===== config.mk =====
export PLATFORM = sky130hd
export DESIGN_NAME = drp_top
export DESIGN_NICKNAME = d
export VERILOG_FILES = /design/src/drp_pkg.sv /design/src/drp_top.sv /design/src/drp_link.sv /design/src/drp_scale.sv
export SDC_FILE = /design/constraint.sdc
export NUM_CORES = 2
export LEC_CHECK = 0
export ABC_AREA = 1
export BUFFER_PORTS_ARGS = -buffer_cell sky130_fd_sc_hd__buf_2
export CELL_PAD_IN_SITES_DETAIL_PLACEMENT = 1
export CELL_PAD_IN_SITES_GLOBAL_PLACEMENT = 1
export CORE_UTILIZATION = 35
export DETAILED_ROUTE_END_ITERATION = 8
export PLACE_DENSITY_LB_ADDON = 0.3
export SLEW_MARGIN = 15
export SYNTH_ARGS = -nofsm -noshare
export SYNTH_HDL_FRONTEND = slang
export SYNTH_SLANG_ARGS = --single-unit

===== constraint.sdc =====
create_clock -name ref_clk -period 24.5 [get_ports ref_clk]
set_input_delay 2.45 -clock ref_clk [delete_from_list [all_inputs] [get_ports ref_clk]]
set_output_delay 2.45 -clock ref_clk [all_outputs]
set_load 0.01 [all_outputs]

===== src/drp_pkg.sv =====
// Overview of operation
// [RQ1] plain read fetches position, status, alarm
// [RQ2] store converted position and status/alarm word
// [RQ3] adopt replaces commanded, shifts feedback and encoder
// [RQ4] soft limit action one sets home, limits
// [RQ5] word holds status high, alarm low
// [RQ6] stored values stay readable after completion
// [RQ7] de-energized drive forces deviation to zero
// [RQ8] accept full signed 32-bit milli-unit range
// [RQ9] adopted positions clamped to position ceiling
// [RQ10] adopt rejected while pulse generation runs
// [RQ11] ready flag rises on completion
// [RQ12] ready flag mappable onto remote output bit
// [RQ13] host de-energizes drive around the read
// [RQ14] link: request, clock out; ready, two bits in
// [RQ15] new command clears ready flag first
package drp_pkg;
  // register byte offsets
  localparam logic [5:0] DRP_REG_CMD = 6'h00;
  localparam logic [5:0] DRP_REG_STAT = 6'h04;
  localparam logic [5:0] DRP_REG_RPOS = 6'h08;
  localparam logic [5:0] DRP_REG_RSTS = 6'h0c;
  localparam logic [5:0] DRP_REG_CPOS = 6'h10;
  localparam logic [5:0] DRP_REG_FPOS = 6'h14;
  localparam logic [5:0] DRP_REG_ENC = 6'h18;
  localparam logic [5:0] DRP_REG_CFG = 6'h1c;
  localparam logic [5:0] DRP_REG_CEIL = 6'h20;
  localparam logic [5:0] DRP_REG_SCALE = 6'h24;
  localparam logic [5:0] DRP_REG_ISTS = 6'h28;
  localparam logic [5:0] DRP_REG_IMSK = 6'h2c;
  // command bits
  localparam int DRP_CMD_PLAIN = 0;
  localparam int DRP_CMD_ADOPT = 1;
  // config fields
  localparam int DRP_CFG_SOFT_LIMIT_ACTION = 0;
  localparam int DRP_CFG_ENERG = 1;
  localparam int DRP_CFG_MAPEN = 3;
  localparam int DRP_CFG_MAPLO = 4;
  // interrupt bits
  localparam int DRP_IRQ_DONE = 0;
  localparam int DRP_IRQ_REJ = 1;
  localparam int DRP_IRQ_W = 2;
  // reset values
  localparam logic [31:0] DRP_CEIL_RST = 32'h7fffffff;
  localparam logic [15:0] DRP_SCALE_RST = 16'h0001;
  localparam logic [7:0] DRP_CFG_RST = 8'h00;
  // link timing
  localparam int DRP_CLK_NS = 40;
  localparam int DRP_HALF_NS = 1000;
  localparam int DRP_HALF_CYC = (DRP_HALF_NS + DRP_CLK_NS - 1) / DRP_CLK_NS;
  localparam int DRP_PAIRS = 24;
  // one fetched frame from the driver
  typedef struct packed {
    logic [31:0] pos;
    logic [7:0] status;
    logic [7:0] alarm;
  } drp_frame_t;
endpackage : drp_pkg


===== src/drp_top.sv =====
`timescale 1ns/1ps
`default_nettype none
module drp_top
  import drp_pkg::*;
#(
  parameter int HALF = DRP_HALF_CYC,
  parameter int PAIRS = DRP_PAIRS
) (
  input wire logic ref_clk,
  input wire logic rst_n,
  input wire logic [5:0] avs_address,
  input wire logic avs_read,
  input wire logic avs_write,
  input wire logic [31:0] avs_writedata,
  input wire logic [3:0] avs_byteenable,
  output logic [31:0] avs_readdata,
  output logic avs_waitrequest,
  output logic irq,
  input wire logic pulse_gen_busy,
  input wire logic driver_ready_in,
  input wire logic data_bit_low_in,
  input wire logic data_bit_high_in,
  output logic req_out,
  output logic transfer_clock_out,
  output logic position_data_ready_flag,
  output logic [7:0] tpdo_bits,
  output logic positive_soft_limit,
  output logic negative_soft_limit
);
  // byte-lane merge, shared by the ceiling, scale, feedback, commanded and encoder registers
  function automatic logic [31:0] be_merge(input logic [31:0] old, input logic [31:0] nw, input logic [3:0] be);
    for (int i = 0; i < 4; i++) begin
      if (be[i]) begin
        old[8*i +: 8] = nw[8*i +: 8];
      end
    end
    return old;
  endfunction : be_merge
  //////////////////////////////////////////////////////////////////////////////
  logic waitrequest_ff; // high except in the answer cycle
  logic [31:0] rdata_ff; // read data captured for the answer
  logic irq_ff;
  logic ready_ff; // position data ready flag
  logic busy_ff; // a read is in flight
  logic adopt_ff; // the in-flight read is an adopt
  logic [31:0] rpos_ff; // remote position value
  logic [15:0] rsts_ff; // remote status/alarm word
  logic [31:0] cpos_ff; // commanded position
  logic [31:0] fpos_ff; // feedback position
  logic [31:0] enc_ff; // encoder count
  logic [7:0] cfg_ff; // action, energized, mapping
  logic [31:0] ceil_ff; // position ceiling
  logic [15:0] scale_ff; // milli-units per driver step
  logic [DRP_IRQ_W-1:0] ists_ff;
  logic [DRP_IRQ_W-1:0] imsk_ff;
  logic home_ff; // electrical home has been set
  logic positive_soft_limit_ff;
  logic negative_soft_limit_ff;
  logic [7:0] tpdo_ff;
  logic acc; // bus transfer completes this edge
  logic wr;
  logic rd;
  logic cmd_plain;
  logic cmd_adopt;
  logic start; // command accepted
  logic reject; // adopt refused during pulse output
  logic link_done;
  logic link_req;
  logic link_clk;
  drp_frame_t frame;
  logic [31:0] user_pos;
  logic [31:0] clamp_pos;
  logic [31:0] dev; // commanded minus feedback
  logic [31:0] nxt_fpos;
  logic [31:0] nxt_fpos_c;
  logic energized;
  logic [31:0] rd_mux;
  //////////////////////////////////////////////////////////////////////////////
  // bus decode
  assign acc = (avs_read | avs_write) & ~waitrequest_ff;
  assign wr = acc & avs_write;
  assign rd = acc & avs_read;
  assign energized = cfg_ff[DRP_CFG_ENERG];
  assign cmd_plain = wr && avs_address == DRP_REG_CMD && avs_byteenable[0] && avs_writedata[DRP_CMD_PLAIN];
  assign cmd_adopt = wr && avs_address == DRP_REG_CMD && avs_byteenable[0] && avs_writedata[DRP_CMD_ADOPT];
  // [RQ10] adopt refused in pulse output
  assign reject = cmd_adopt && pulse_gen_busy;
  // a command while busy is dropped; adopt wins when both bits are written, except during pulse output, where the plain read starts
  assign start = !busy_ff && ((cmd_adopt && !pulse_gen_busy) || cmd_plain);
  //////////////////////////////////////////////////////////////////////////////
  // avalon handshake: one wait cycle, then answer
  always_ff @(posedge ref_clk or negedge rst_n) begin
    if (!rst_n) begin
      waitrequest_ff <= 1'b1;
      rdata_ff <= '0;
    end else begin
      waitrequest_ff <= !((avs_read | avs_write) && waitrequest_ff);
      if ((avs_read | avs_write) && waitrequest_ff) begin
        rdata_ff <= avs_read ? rd_mux : 32'h0;
      end
    end
  end
  // read mux, unmapped reads zero
  always_comb begin
    unique case (avs_address)
      DRP_REG_STAT: rd_mux = {25'h0, pulse_gen_busy, negative_soft_limit_ff, positive_soft_limit_ff, home_ff, adopt_ff, busy_ff, ready_ff};
      DRP_REG_RPOS: rd_mux = rpos_ff;
      DRP_REG_RSTS: rd_mux = {16'h0, rsts_ff};
      DRP_REG_CPOS: rd_mux = cpos_ff;
      DRP_REG_FPOS: rd_mux = fpos_ff;
      DRP_REG_ENC: rd_mux = enc_ff;
      DRP_REG_CFG: rd_mux = {24'h0, cfg_ff};
      DRP_REG_CEIL: rd_mux = ceil_ff;
      DRP_REG_SCALE: rd_mux = {16'h0, scale_ff};
      DRP_REG_ISTS: rd_mux = {30'h0, ists_ff};
      DRP_REG_IMSK: rd_mux = {30'h0, imsk_ff};
      default: rd_mux = 32'h0;
    endcase
  end
  //////////////////////////////////////////////////////////////////////////////
  // [RQ14] driver position link
  drp_link #(.HALF(HALF), .PAIRS(PAIRS)) u_link (
    .ref_clk(ref_clk),
    .rst_n(rst_n),
    .start(start),
    .driver_ready_in(driver_ready_in),
    .data_bit_low_in(data_bit_low_in),
    .data_bit_high_in(data_bit_high_in),
    .req_out(link_req),
    .transfer_clock_out(link_clk),
    .done(link_done),
    .frame(frame)
  );
  assign req_out = link_req;
  assign transfer_clock_out = link_clk;
  // [RQ2] user unit conversion
  drp_scale u_scale (
    .steps(frame.pos),
    .scale(scale_ff),
    .ceil(ceil_ff),
    .user(user_pos),
    .clamped(clamp_pos)
  );
  //////////////////////////////////////////////////////////////////////////////
  // config registers
  always_ff @(posedge ref_clk or negedge rst_n) begin
    if (!rst_n) begin
      cfg_ff <= DRP_CFG_RST;
      ceil_ff <= DRP_CEIL_RST;
      scale_ff <= DRP_SCALE_RST;
      imsk_ff <= '0;
    end else if (wr) begin
      if (avs_address == DRP_REG_CFG && avs_byteenable[0]) begin
        cfg_ff <= avs_writedata[7:0];
      end
      if (avs_address == DRP_REG_CEIL) begin
        ceil_ff <= be_merge(ceil_ff, avs_writedata, avs_byteenable);
      end
      if (avs_address == DRP_REG_SCALE) begin
        scale_ff <= 16'(be_merge({16'h0, scale_ff}, avs_writedata, avs_byteenable));
      end
      if (avs_address == DRP_REG_IMSK && avs_byteenable[0]) begin
        imsk_ff <= avs_writedata[DRP_IRQ_W-1:0];
      end
    end
  end
  //////////////////////////////////////////////////////////////////////////////
  // command tracking and ready flag
  always_ff @(posedge ref_clk or negedge rst_n) begin
    if (!rst_n) begin
      busy_ff <= 1'b0;
      adopt_ff <= 1'b0;
      ready_ff <= 1'b0;
    end else if (start) begin
      busy_ff <= 1'b1;
      adopt_ff <= cmd_adopt && !pulse_gen_busy;
      // [RQ15] clear ready on accept
      ready_ff <= 1'b0;
    end else if (link_done) begin
      busy_ff <= 1'b0;
      // [RQ11] ready after storing
      ready_ff <= 1'b1;
    end
  end
  //////////////////////////////////////////////////////////////////////////////
  // [RQ1] store fetched results
  // [RQ6] held until next read
  always_ff @(posedge ref_clk or negedge rst_n) begin
    if (!rst_n) begin
      rpos_ff <= '0;
      rsts_ff <= '0;
    end else if (link_done) begin
      rpos_ff <= user_pos;
      // [RQ5] status high, alarm low
      rsts_ff <= {frame.status, frame.alarm};
    end
  end
  //////////////////////////////////////////////////////////////////////////////
  // position registers; feedback and encoder come from software writes here
  assign dev = cpos_ff - fpos_ff;
  assign nxt_fpos = clamp_pos - dev;
  // [RQ9] feedback kept in range too
  assign nxt_fpos_c = ($signed(nxt_fpos) > $signed(ceil_ff)) ? ceil_ff :
                      ($signed(nxt_fpos) < -$signed(ceil_ff)) ? -ceil_ff : nxt_fpos;
  always_ff @(posedge ref_clk or negedge rst_n) begin
    if (!rst_n) begin
      cpos_ff <= '0;
      fpos_ff <= '0;
      enc_ff <= '0;
    end else if (link_done && adopt_ff) begin
      // [RQ3] adopt keeping deviation
      cpos_ff <= energized ? clamp_pos : nxt_fpos_c;
      fpos_ff <= energized ? nxt_fpos_c : nxt_fpos_c;
      enc_ff <= enc_ff + (nxt_fpos_c - fpos_ff);
    end else begin
      if (wr && avs_address == DRP_REG_FPOS) begin
        fpos_ff <= be_merge(fpos_ff, avs_writedata, avs_byteenable);
      end
      if (wr && avs_address == DRP_REG_ENC) begin
        enc_ff <= be_merge(enc_ff, avs_writedata, avs_byteenable);
      end
      // [RQ7] zero deviation when off
      if (!energized) begin
        cpos_ff <= (wr && avs_address == DRP_REG_FPOS) ? be_merge(fpos_ff, avs_writedata, avs_byteenable) : fpos_ff;
      end else if (wr && avs_address == DRP_REG_CPOS) begin
        cpos_ff <= be_merge(cpos_ff, avs_writedata, avs_byteenable);
      end
    end
  end
  //////////////////////////////////////////////////////////////////////////////
  // [RQ4] home and soft limits
  always_ff @(posedge ref_clk or negedge rst_n) begin
    if (!rst_n) begin
      home_ff <= 1'b0;
      positive_soft_limit_ff <= 1'b0;
      negative_soft_limit_ff <= 1'b0;
    end else if (link_done && adopt_ff && cfg_ff[DRP_CFG_SOFT_LIMIT_ACTION]) begin
      home_ff <= 1'b1;
      positive_soft_limit_ff <= 1'b1;
      negative_soft_limit_ff <= 1'b1;
    end
  end
  assign positive_soft_limit = positive_soft_limit_ff;
  assign negative_soft_limit = negative_soft_limit_ff;
  //////////////////////////////////////////////////////////////////////////////
  // [RQ12] ready flag onto remote bit
  always_ff @(posedge ref_clk or negedge rst_n) begin
    if (!rst_n) begin
      tpdo_ff <= '0;
    end else begin
      tpdo_ff <= '0;
      if (cfg_ff[DRP_CFG_MAPEN]) begin
        tpdo_ff[cfg_ff[DRP_CFG_MAPLO +: 3]] <= ready_ff;
      end
    end
  end
  assign tpdo_bits = tpdo_ff;
  assign position_data_ready_flag = ready_ff;
  //////////////////////////////////////////////////////////////////////////////
  // sticky events; a read clears only the bits it returned, so an event landing in the wait cycle survives
  // a new event still wins over the clear
  always_ff @(posedge ref_clk or negedge rst_n) begin
    if (!rst_n) begin
      ists_ff <= '0;
      irq_ff <= 1'b0;
    end else begin
      ists_ff <= (ists_ff & ~((rd && avs_address == DRP_REG_ISTS) ? rdata_ff[DRP_IRQ_W-1:0] : {DRP_IRQ_W{1'b0}}))
                 | {reject, link_done};
      irq_ff <= |(ists_ff & imsk_ff);
    end
  end
  assign irq = irq_ff;
  assign avs_waitrequest = waitrequest_ff;
  assign avs_readdata = rdata_ff;
  //////////////////////////////////////////////////////////////////////////////
  property p_ready_clr;
    @(posedge ref_clk) disable iff (!rst_n) start |=> !ready_ff ##0 busy_ff;
  endproperty
  a_ready_clr: assert property (p_ready_clr) else $error("ready not cleared on accept"); // [RQ15]
  property p_ready_set;
    @(posedge ref_clk) disable iff (!rst_n) link_done |=> ready_ff && !busy_ff;
  endproperty
  a_ready_set: assert property (p_ready_set) else $error("ready not raised on completion"); // [RQ11]
  property p_reject;
    @(posedge ref_clk) disable iff (!rst_n) reject |=> ists_ff[DRP_IRQ_REJ] && !(busy_ff && adopt_ff && $rose(busy_ff));
  endproperty
  a_reject: assert property (p_reject) else $error("adopt during pulse output not rejected"); // [RQ10]
  property p_word;
    @(posedge ref_clk) disable iff (!rst_n) link_done |=> rsts_ff == {$past(frame.status), $past(frame.alarm)};
  endproperty
  a_word: assert property (p_word) else $error("status/alarm word wrong"); // [RQ5]
  property p_hold;
    @(posedge ref_clk) disable iff (!rst_n) !link_done |=> $stable(rpos_ff) && $stable(rsts_ff);
  endproperty
  a_hold: assert property (p_hold) else $error("stored values changed"); // [RQ6]
  property p_zero_dev;
    @(posedge ref_clk) disable iff (!rst_n) !energized |=> cpos_ff == fpos_ff;
  endproperty
  a_zero_dev: assert property (p_zero_dev) else $error("deviation not zero while off"); // [RQ7]
  property p_adopt;
    @(posedge ref_clk) disable iff (!rst_n)
      (link_done && adopt_ff && energized && nxt_fpos == nxt_fpos_c) |=> cpos_ff == $past(clamp_pos)
      && (cpos_ff - fpos_ff) == $past(dev);
  endproperty
  a_adopt: assert property (p_adopt) else $error("adopt lost deviation"); // [RQ3]
  property p_limits;
    @(posedge ref_clk) disable iff (!rst_n) (link_done && adopt_ff && cfg_ff[DRP_CFG_SOFT_LIMIT_ACTION]) |=> positive_soft_limit_ff && negative_soft_limit_ff && home_ff;
  endproperty
  a_limits: assert property (p_limits) else $error("soft limits not enabled"); // [RQ4]
  property p_tpdo;
    @(posedge ref_clk) disable iff (!rst_n) cfg_ff[DRP_CFG_MAPEN] ##1 $stable(cfg_ff) |-> tpdo_ff[cfg_ff[DRP_CFG_MAPLO +: 3]] == $past(ready_ff);
  endproperty
  a_tpdo: assert property (p_tpdo) else $error("mapped remote bit wrong"); // [RQ12]
  property p_ceil;
    @(posedge ref_clk) disable iff (!rst_n) (link_done && adopt_ff && !ceil_ff[31]) |=>
      $signed(cpos_ff) <= $signed(ceil_ff) && $signed(cpos_ff) >= -$signed(ceil_ff);
  endproperty
  a_ceil: assert property (p_ceil) else $error("adopted position above ceiling"); // [RQ9]
  c_plain: cover property (@(posedge ref_clk) disable iff (!rst_n) link_done && !adopt_ff);
  c_adopt: cover property (@(posedge ref_clk) disable iff (!rst_n) link_done && adopt_ff && cfg_ff[DRP_CFG_SOFT_LIMIT_ACTION]);
  c_reject: cover property (@(posedge ref_clk) disable iff (!rst_n) reject);
endmodule : drp_top
`default_nettype wire


===== src/drp_link.sv =====
`timescale 1ns/1ps
`default_nettype none
module drp_link
  import drp_pkg::*;
#(
  parameter int HALF = DRP_HALF_CYC,
  parameter int PAIRS = DRP_PAIRS
) (
  input wire logic ref_clk,
  input wire logic rst_n,
  input wire logic start,
  input wire logic driver_ready_in,
  input wire logic data_bit_low_in,
  input wire logic data_bit_high_in,
  output logic req_out,
  output logic transfer_clock_out,
  output logic done,
  output drp_frame_t frame
);
  typedef enum logic [3:0] {
    DRP_L_IDLE = 4'b0001,
    DRP_L_WAIT = 4'b0010,
    DRP_L_HI = 4'b0100,
    DRP_L_LO = 4'b1000
  } drp_lstate_t;
  drp_lstate_t state_ff; // link sequencer
  logic [$clog2(HALF+1)-1:0] tmr_ff; // half-period timer
  logic [$clog2(PAIRS+1)-1:0] pair_ff; // pairs still due
  logic [2*PAIRS-1:0] sh_ff; // lsb pair first
  logic tmr_end;
  assign tmr_end = (tmr_ff == '0);
  //////////////////////////////////////////////////////////////////////////////
  // sequencer: request, wait ready, clock out pairs
  // [RQ14] request and clock
  always_ff @(posedge ref_clk or negedge rst_n) begin
    if (!rst_n) begin
      state_ff <= DRP_L_IDLE;
      req_out <= 1'b0;
      transfer_clock_out <= 1'b0;
      done <= 1'b0;
      tmr_ff <= '0;
      pair_ff <= '0;
      sh_ff <= '0;
    end else begin
      done <= 1'b0;
      tmr_ff <= tmr_end ? tmr_ff : tmr_ff - 1'b1;
      unique case (state_ff)
        DRP_L_IDLE: begin
          if (start) begin
            req_out <= 1'b1;
            state_ff <= DRP_L_WAIT;
            pair_ff <= PAIRS[$bits(pair_ff)-1:0];
          end
        end
        DRP_L_WAIT: begin
          // driver says its frame is latched
          if (driver_ready_in) begin
            transfer_clock_out <= 1'b1;
            tmr_ff <= HALF[$bits(tmr_ff)-1:0] - 1'b1;
            state_ff <= DRP_L_HI;
          end
        end
        DRP_L_HI: begin
          // sample at the end of the high phase, data had a half period to settle
          if (tmr_end) begin
            sh_ff <= {data_bit_high_in, data_bit_low_in, sh_ff[2*PAIRS-1:2]};
            transfer_clock_out <= 1'b0;
            pair_ff <= pair_ff - 1'b1;
            tmr_ff <= HALF[$bits(tmr_ff)-1:0] - 1'b1;
            state_ff <= DRP_L_LO;
          end
        end
        DRP_L_LO: begin
          if (tmr_end) begin
            if (pair_ff == '0) begin
              req_out <= 1'b0;
              done <= 1'b1;
              state_ff <= DRP_L_IDLE;
            end else begin
              transfer_clock_out <= 1'b1;
              tmr_ff <= HALF[$bits(tmr_ff)-1:0] - 1'b1;
              state_ff <= DRP_L_HI;
            end
          end
        end
      endcase
    end
  end
  assign frame = sh_ff;
  //////////////////////////////////////////////////////////////////////////////
  property p_clk_in_req;
    @(posedge ref_clk) disable iff (!rst_n) transfer_clock_out |-> req_out;
  endproperty
  a_clk_in_req: assert property (p_clk_in_req) else $error("clock outside request"); // [RQ14]
  property p_req_start;
    @(posedge ref_clk) disable iff (!rst_n) (state_ff == DRP_L_IDLE && start) |=> req_out && !transfer_clock_out;
  endproperty
  a_req_start: assert property (p_req_start) else $error("request not raised"); // [RQ14]
endmodule : drp_link
`default_nettype wire


===== src/drp_scale.sv =====
`timescale 1ns/1ps
`default_nettype none
module drp_scale (
  input wire logic [31:0] steps,
  input wire logic [15:0] scale,
  input wire logic [31:0] ceil,
  output logic [31:0] user,
  output logic [31:0] clamped
);
  logic signed [48:0] prod; // steps times milli-units per step
  logic signed [31:0] u;
  logic signed [31:0] c;
  //////////////////////////////////////////////////////////////////////////////
  // [RQ8] saturate to signed range
  always_comb begin
    prod = $signed(steps) * $signed({1'b0, scale});
    if (prod > 49'sh0_0000_7fff_ffff) begin
      u = 32'sh7fffffff;
    end else if (prod < -49'sh0_0000_8000_0000) begin
      u = -32'sh7fffffff - 32'sh1;
    end else begin
      u = prod[31:0];
    end
    // [RQ9] ceiling clamp
    c = $signed(ceil);
    if (c < 0) begin
      c = 32'sh0; // negative ceiling treated as zero span
    end
    if (u > c) begin
      clamped = c;
    end else if (u < -c) begin
      clamped = -c;
    end else begin
      clamped = u;
    end
    user = u;
  end
endmodule : drp_scale
`default_nettype wire


==> flow_metrics.tcl <==
set metrics [dict create \
    result_of_the_run "finished clean" \
    yosys_warnings 0 \
    clk_latency_ps 650 \
    grt_start_max_net_pins 95 \
    post-cts-setup-buffer-count 0 \
    clock-root-buffer "clkbuf_16" \
    globalplace.congestion 0.906 \
    ctsResizeCount 0 \
    drt-initial-drc-count 2094 \
    route.vias.total 40000 \
    hold_path.class "reg -> reg" \
    rows 131 \
    worst-r2r-setup-slack_ps 2540 \
    post_synth_main_area_contributors "fa_1 25%, dfrtp_1 16%, nand2_1 14%" \
    worst_slew_margin_rel_pct 24.0 \
    netlist_area_sq_um 44900 \
    ys_seq_elements 315 \
    worst-endpoint-required_ps 25010 \
    starting_density_pct 35.2 \
    least_margin_pin_slew_ps 1130 \
    synth.top_cell.area_share_pct 24.6 \
    syn_to_final_growth_pct 7.86 \
    total_of_buffers_placed_on_input_and_output_ports 96 \
    finalSetupViolations 0 \
    ys_async_sr_fraction_pct 100 \
    numClockSinks 315 \
    worstHoldPathCells 1 \
    post-synth-top-area-cell "fa_1" \
    drv_slew 0 \
    h_tree_level_count 2 \
    layout_commonest_cell "nand2_1" \
    fp.dieArea_sq_um 130000 \
    hpwlAfterDp_mm 129 \
    crit_path_top_delay_cell "fa_1" \
    min_period_over_period_pct 89.6 \
    placed_standard_cell_area_sq_um 46900 \
    globalRouteTotalUtil_pct 25.0 \
    grt_setup_unrepaired "no" \
    synthesis.area_per_instance_sq_um 7.28 \
    cts_inserted_buffers 44 \
    cp-end-kind "flip-flop" \
    synthesis.instances 6174 \
    timing_hold_violations_final 0 \
    route.detailed.wl_per_inst_um 20.5 \
    post_route_cells_drive_above_1_share_pct 5.92 \
    post-place-ws_ps 2670 \
    totalNegativeSetupSlack_ps 0 \
    final_nets 7019 \
    critical_path.most_common_cell "nand2_1" \
    min_from "u_link.pair_ff[0]" \
    routed_wirelength_mm 160 \
    cts_hold_buf 0 \
    synth_top_flop_cell "dfrtp_1" \
    synth_cell_types 59 \
    tritoncts "built" \
    core_area_sq_um 128000 \
    path_max_fanout 64 \
    remaining_antenna_violation_count_after_routing 0 \
    critPathLaunchType "flip-flop" \
    cp_data_arrival_time_ps 22460 \
    detailedRoute.firstPassIterationCount 7 \
    critical_path.reg2reg.startpoint "scale_ff[2]" \
    crit_type "reg -> reg" \
    post-route-min-period_ps 21960 \
    clk_pin_slew_worst_paths_ps 60 \
    number_of_nets_produced_by_synthesis 7081 \
    synth-seq-area-share_pct 17.6 \
    worstRegToRegCells 95 \
    max-cap-violations 0 \
    clock_path_buffers 3 \
    die_width_um 360 \
    grt_pass1_wl_mm 252 \
    io_pins 97 \
    finish.instance_area_sq_um 48500 \
    grt_overflow_total 0 \
    number_of_flops_mapped_to_enable_cells_by_yosys 0 \
    drt_drc_violations_left 0 \
    layout.cells.most_common_list "1660 x nand2_1, 1485 x inv_1, 551 x fa_1" \
    antenna_found_initial 2 \
    final_critical_path_setup_slack_ps 2540 \
    die_height_um 360 \
    critPathMaxStageDelay_ps 860 \
    via_count_of_the_first_global_routing_pass 43400 \
    capture_point_of_the_worst_reg_to_reg_path "enc_ff[31]" \
    maxClockFrequency_ghz 0.0455 \
    min_delay_worst_endpoint "u_link.pair_ff[0]" \
    avgViaCountPerCell 5.12 \
    timing.clock.skew_ps 45.1 \
]
[state kept, by name (all words and copies together) (netlist names), 2 cells and up]
name / count
ists_ff: 2
fpos_ff: 32
rpos_ff: 32
u_link.state_ff: 4
rsts_ff: 16
tpdo_bits: 8
imsk_ff: 2
u_link.tmr_ff: 5
u_link.pair_ff: 5
avs_readdata: 32
cfg_ff: 8
enc_ff: 32
scale_ff: 16
ceil_ff: 32
u_link.frame: 48
cpos_ff: 32
[Yosys cell counts (all sizes together), types with 45 or more instances]
cell    number
nand2     1687
inv       1497
fa         551
o21ai      426
ha         306
dfrtp      281
nor2       253
a21oi      240
clkbuf     204
nand3      125
xor2        87
o211ai      60
buf         50
o22ai       45
[cells by family after synthesis]
group	synth area share, %
AND/OR/NAND/NOR	19.5
buffers and inverters	14.9
AO/OA/AOI/OAI	12.4
adder cells (fa/ha/maj)	33.1
flip-flops	17.6
XOR/XNOR	2.48
multiplexers	0.0891
[worst max-delay path: cells and delay by family (launching register included)]
kind,cells,cell delay [ps]
adders and majority gates,13,6290
and+or+nand+nor,42,5640
xor gates and xnor gates,1,170
DFF,1,380
buffers and inverters,11,1420
AOI/OAI and AO/OA,28,7790
[per-stage QoR]
stage | instances | hold slack [ps] | util (%)
2_1_floorplan | 6174 | 442 | -
3_3_place_gp | 7728 | 456 | 36.8
3_5_place_dp | 7728 | 466 | 36.8
4_1_cts | 7810 | 481 | 38.0
5_1_grt | 7810 | 496 | 38.0
6_report | 7811 | 477 | 38.0
[cell type report]
class	count	area (sq um)
multi-input combinational	4102	30400
fill	15900	79100
inverter	1503	5650
timing repair buffer	146	866
tap	1662	2080
antenna	1	2.50
clock buffer	61	1240
sequential	315	7930
clock inverter	21	335
[how the worst max path moves through the flow]
stage / startpoint / to / slack (ps) / depth (start not counted)
6_report: scale_ff[2] / enc_ff[31] / 2540 / 95
5_1_grt: u_link.frame[47] / enc_ff[31] / 910 / 95
4_1_cts: u_link.frame[47] / enc_ff[31] / 2570 / 94
3_5_place_dp: u_link.frame[47] / enc_ff[31] / 2670 / 94
3_3_place_gp: u_link.frame[47] / enc_ff[31] / 3090 / 93
2_1_floorplan: u_link.frame[47] / enc_ff[31] / 7390 / 101
[metal layers]
layer  wire [um]  share of wire [%]  track usage (%)  vias up
li1            -                  -                -    18600
met1       71500                 45             33.1    20200
met2       76700                 48             42.6      879
met3        7390                4.6             2.99      255
met4        4910                3.1             7.52        0
met5           0                  0                0        -
Power is left out: the tool's default activity adds up to more than one toggle a clock period on the data nets, which glitch-free logic cannot reach.
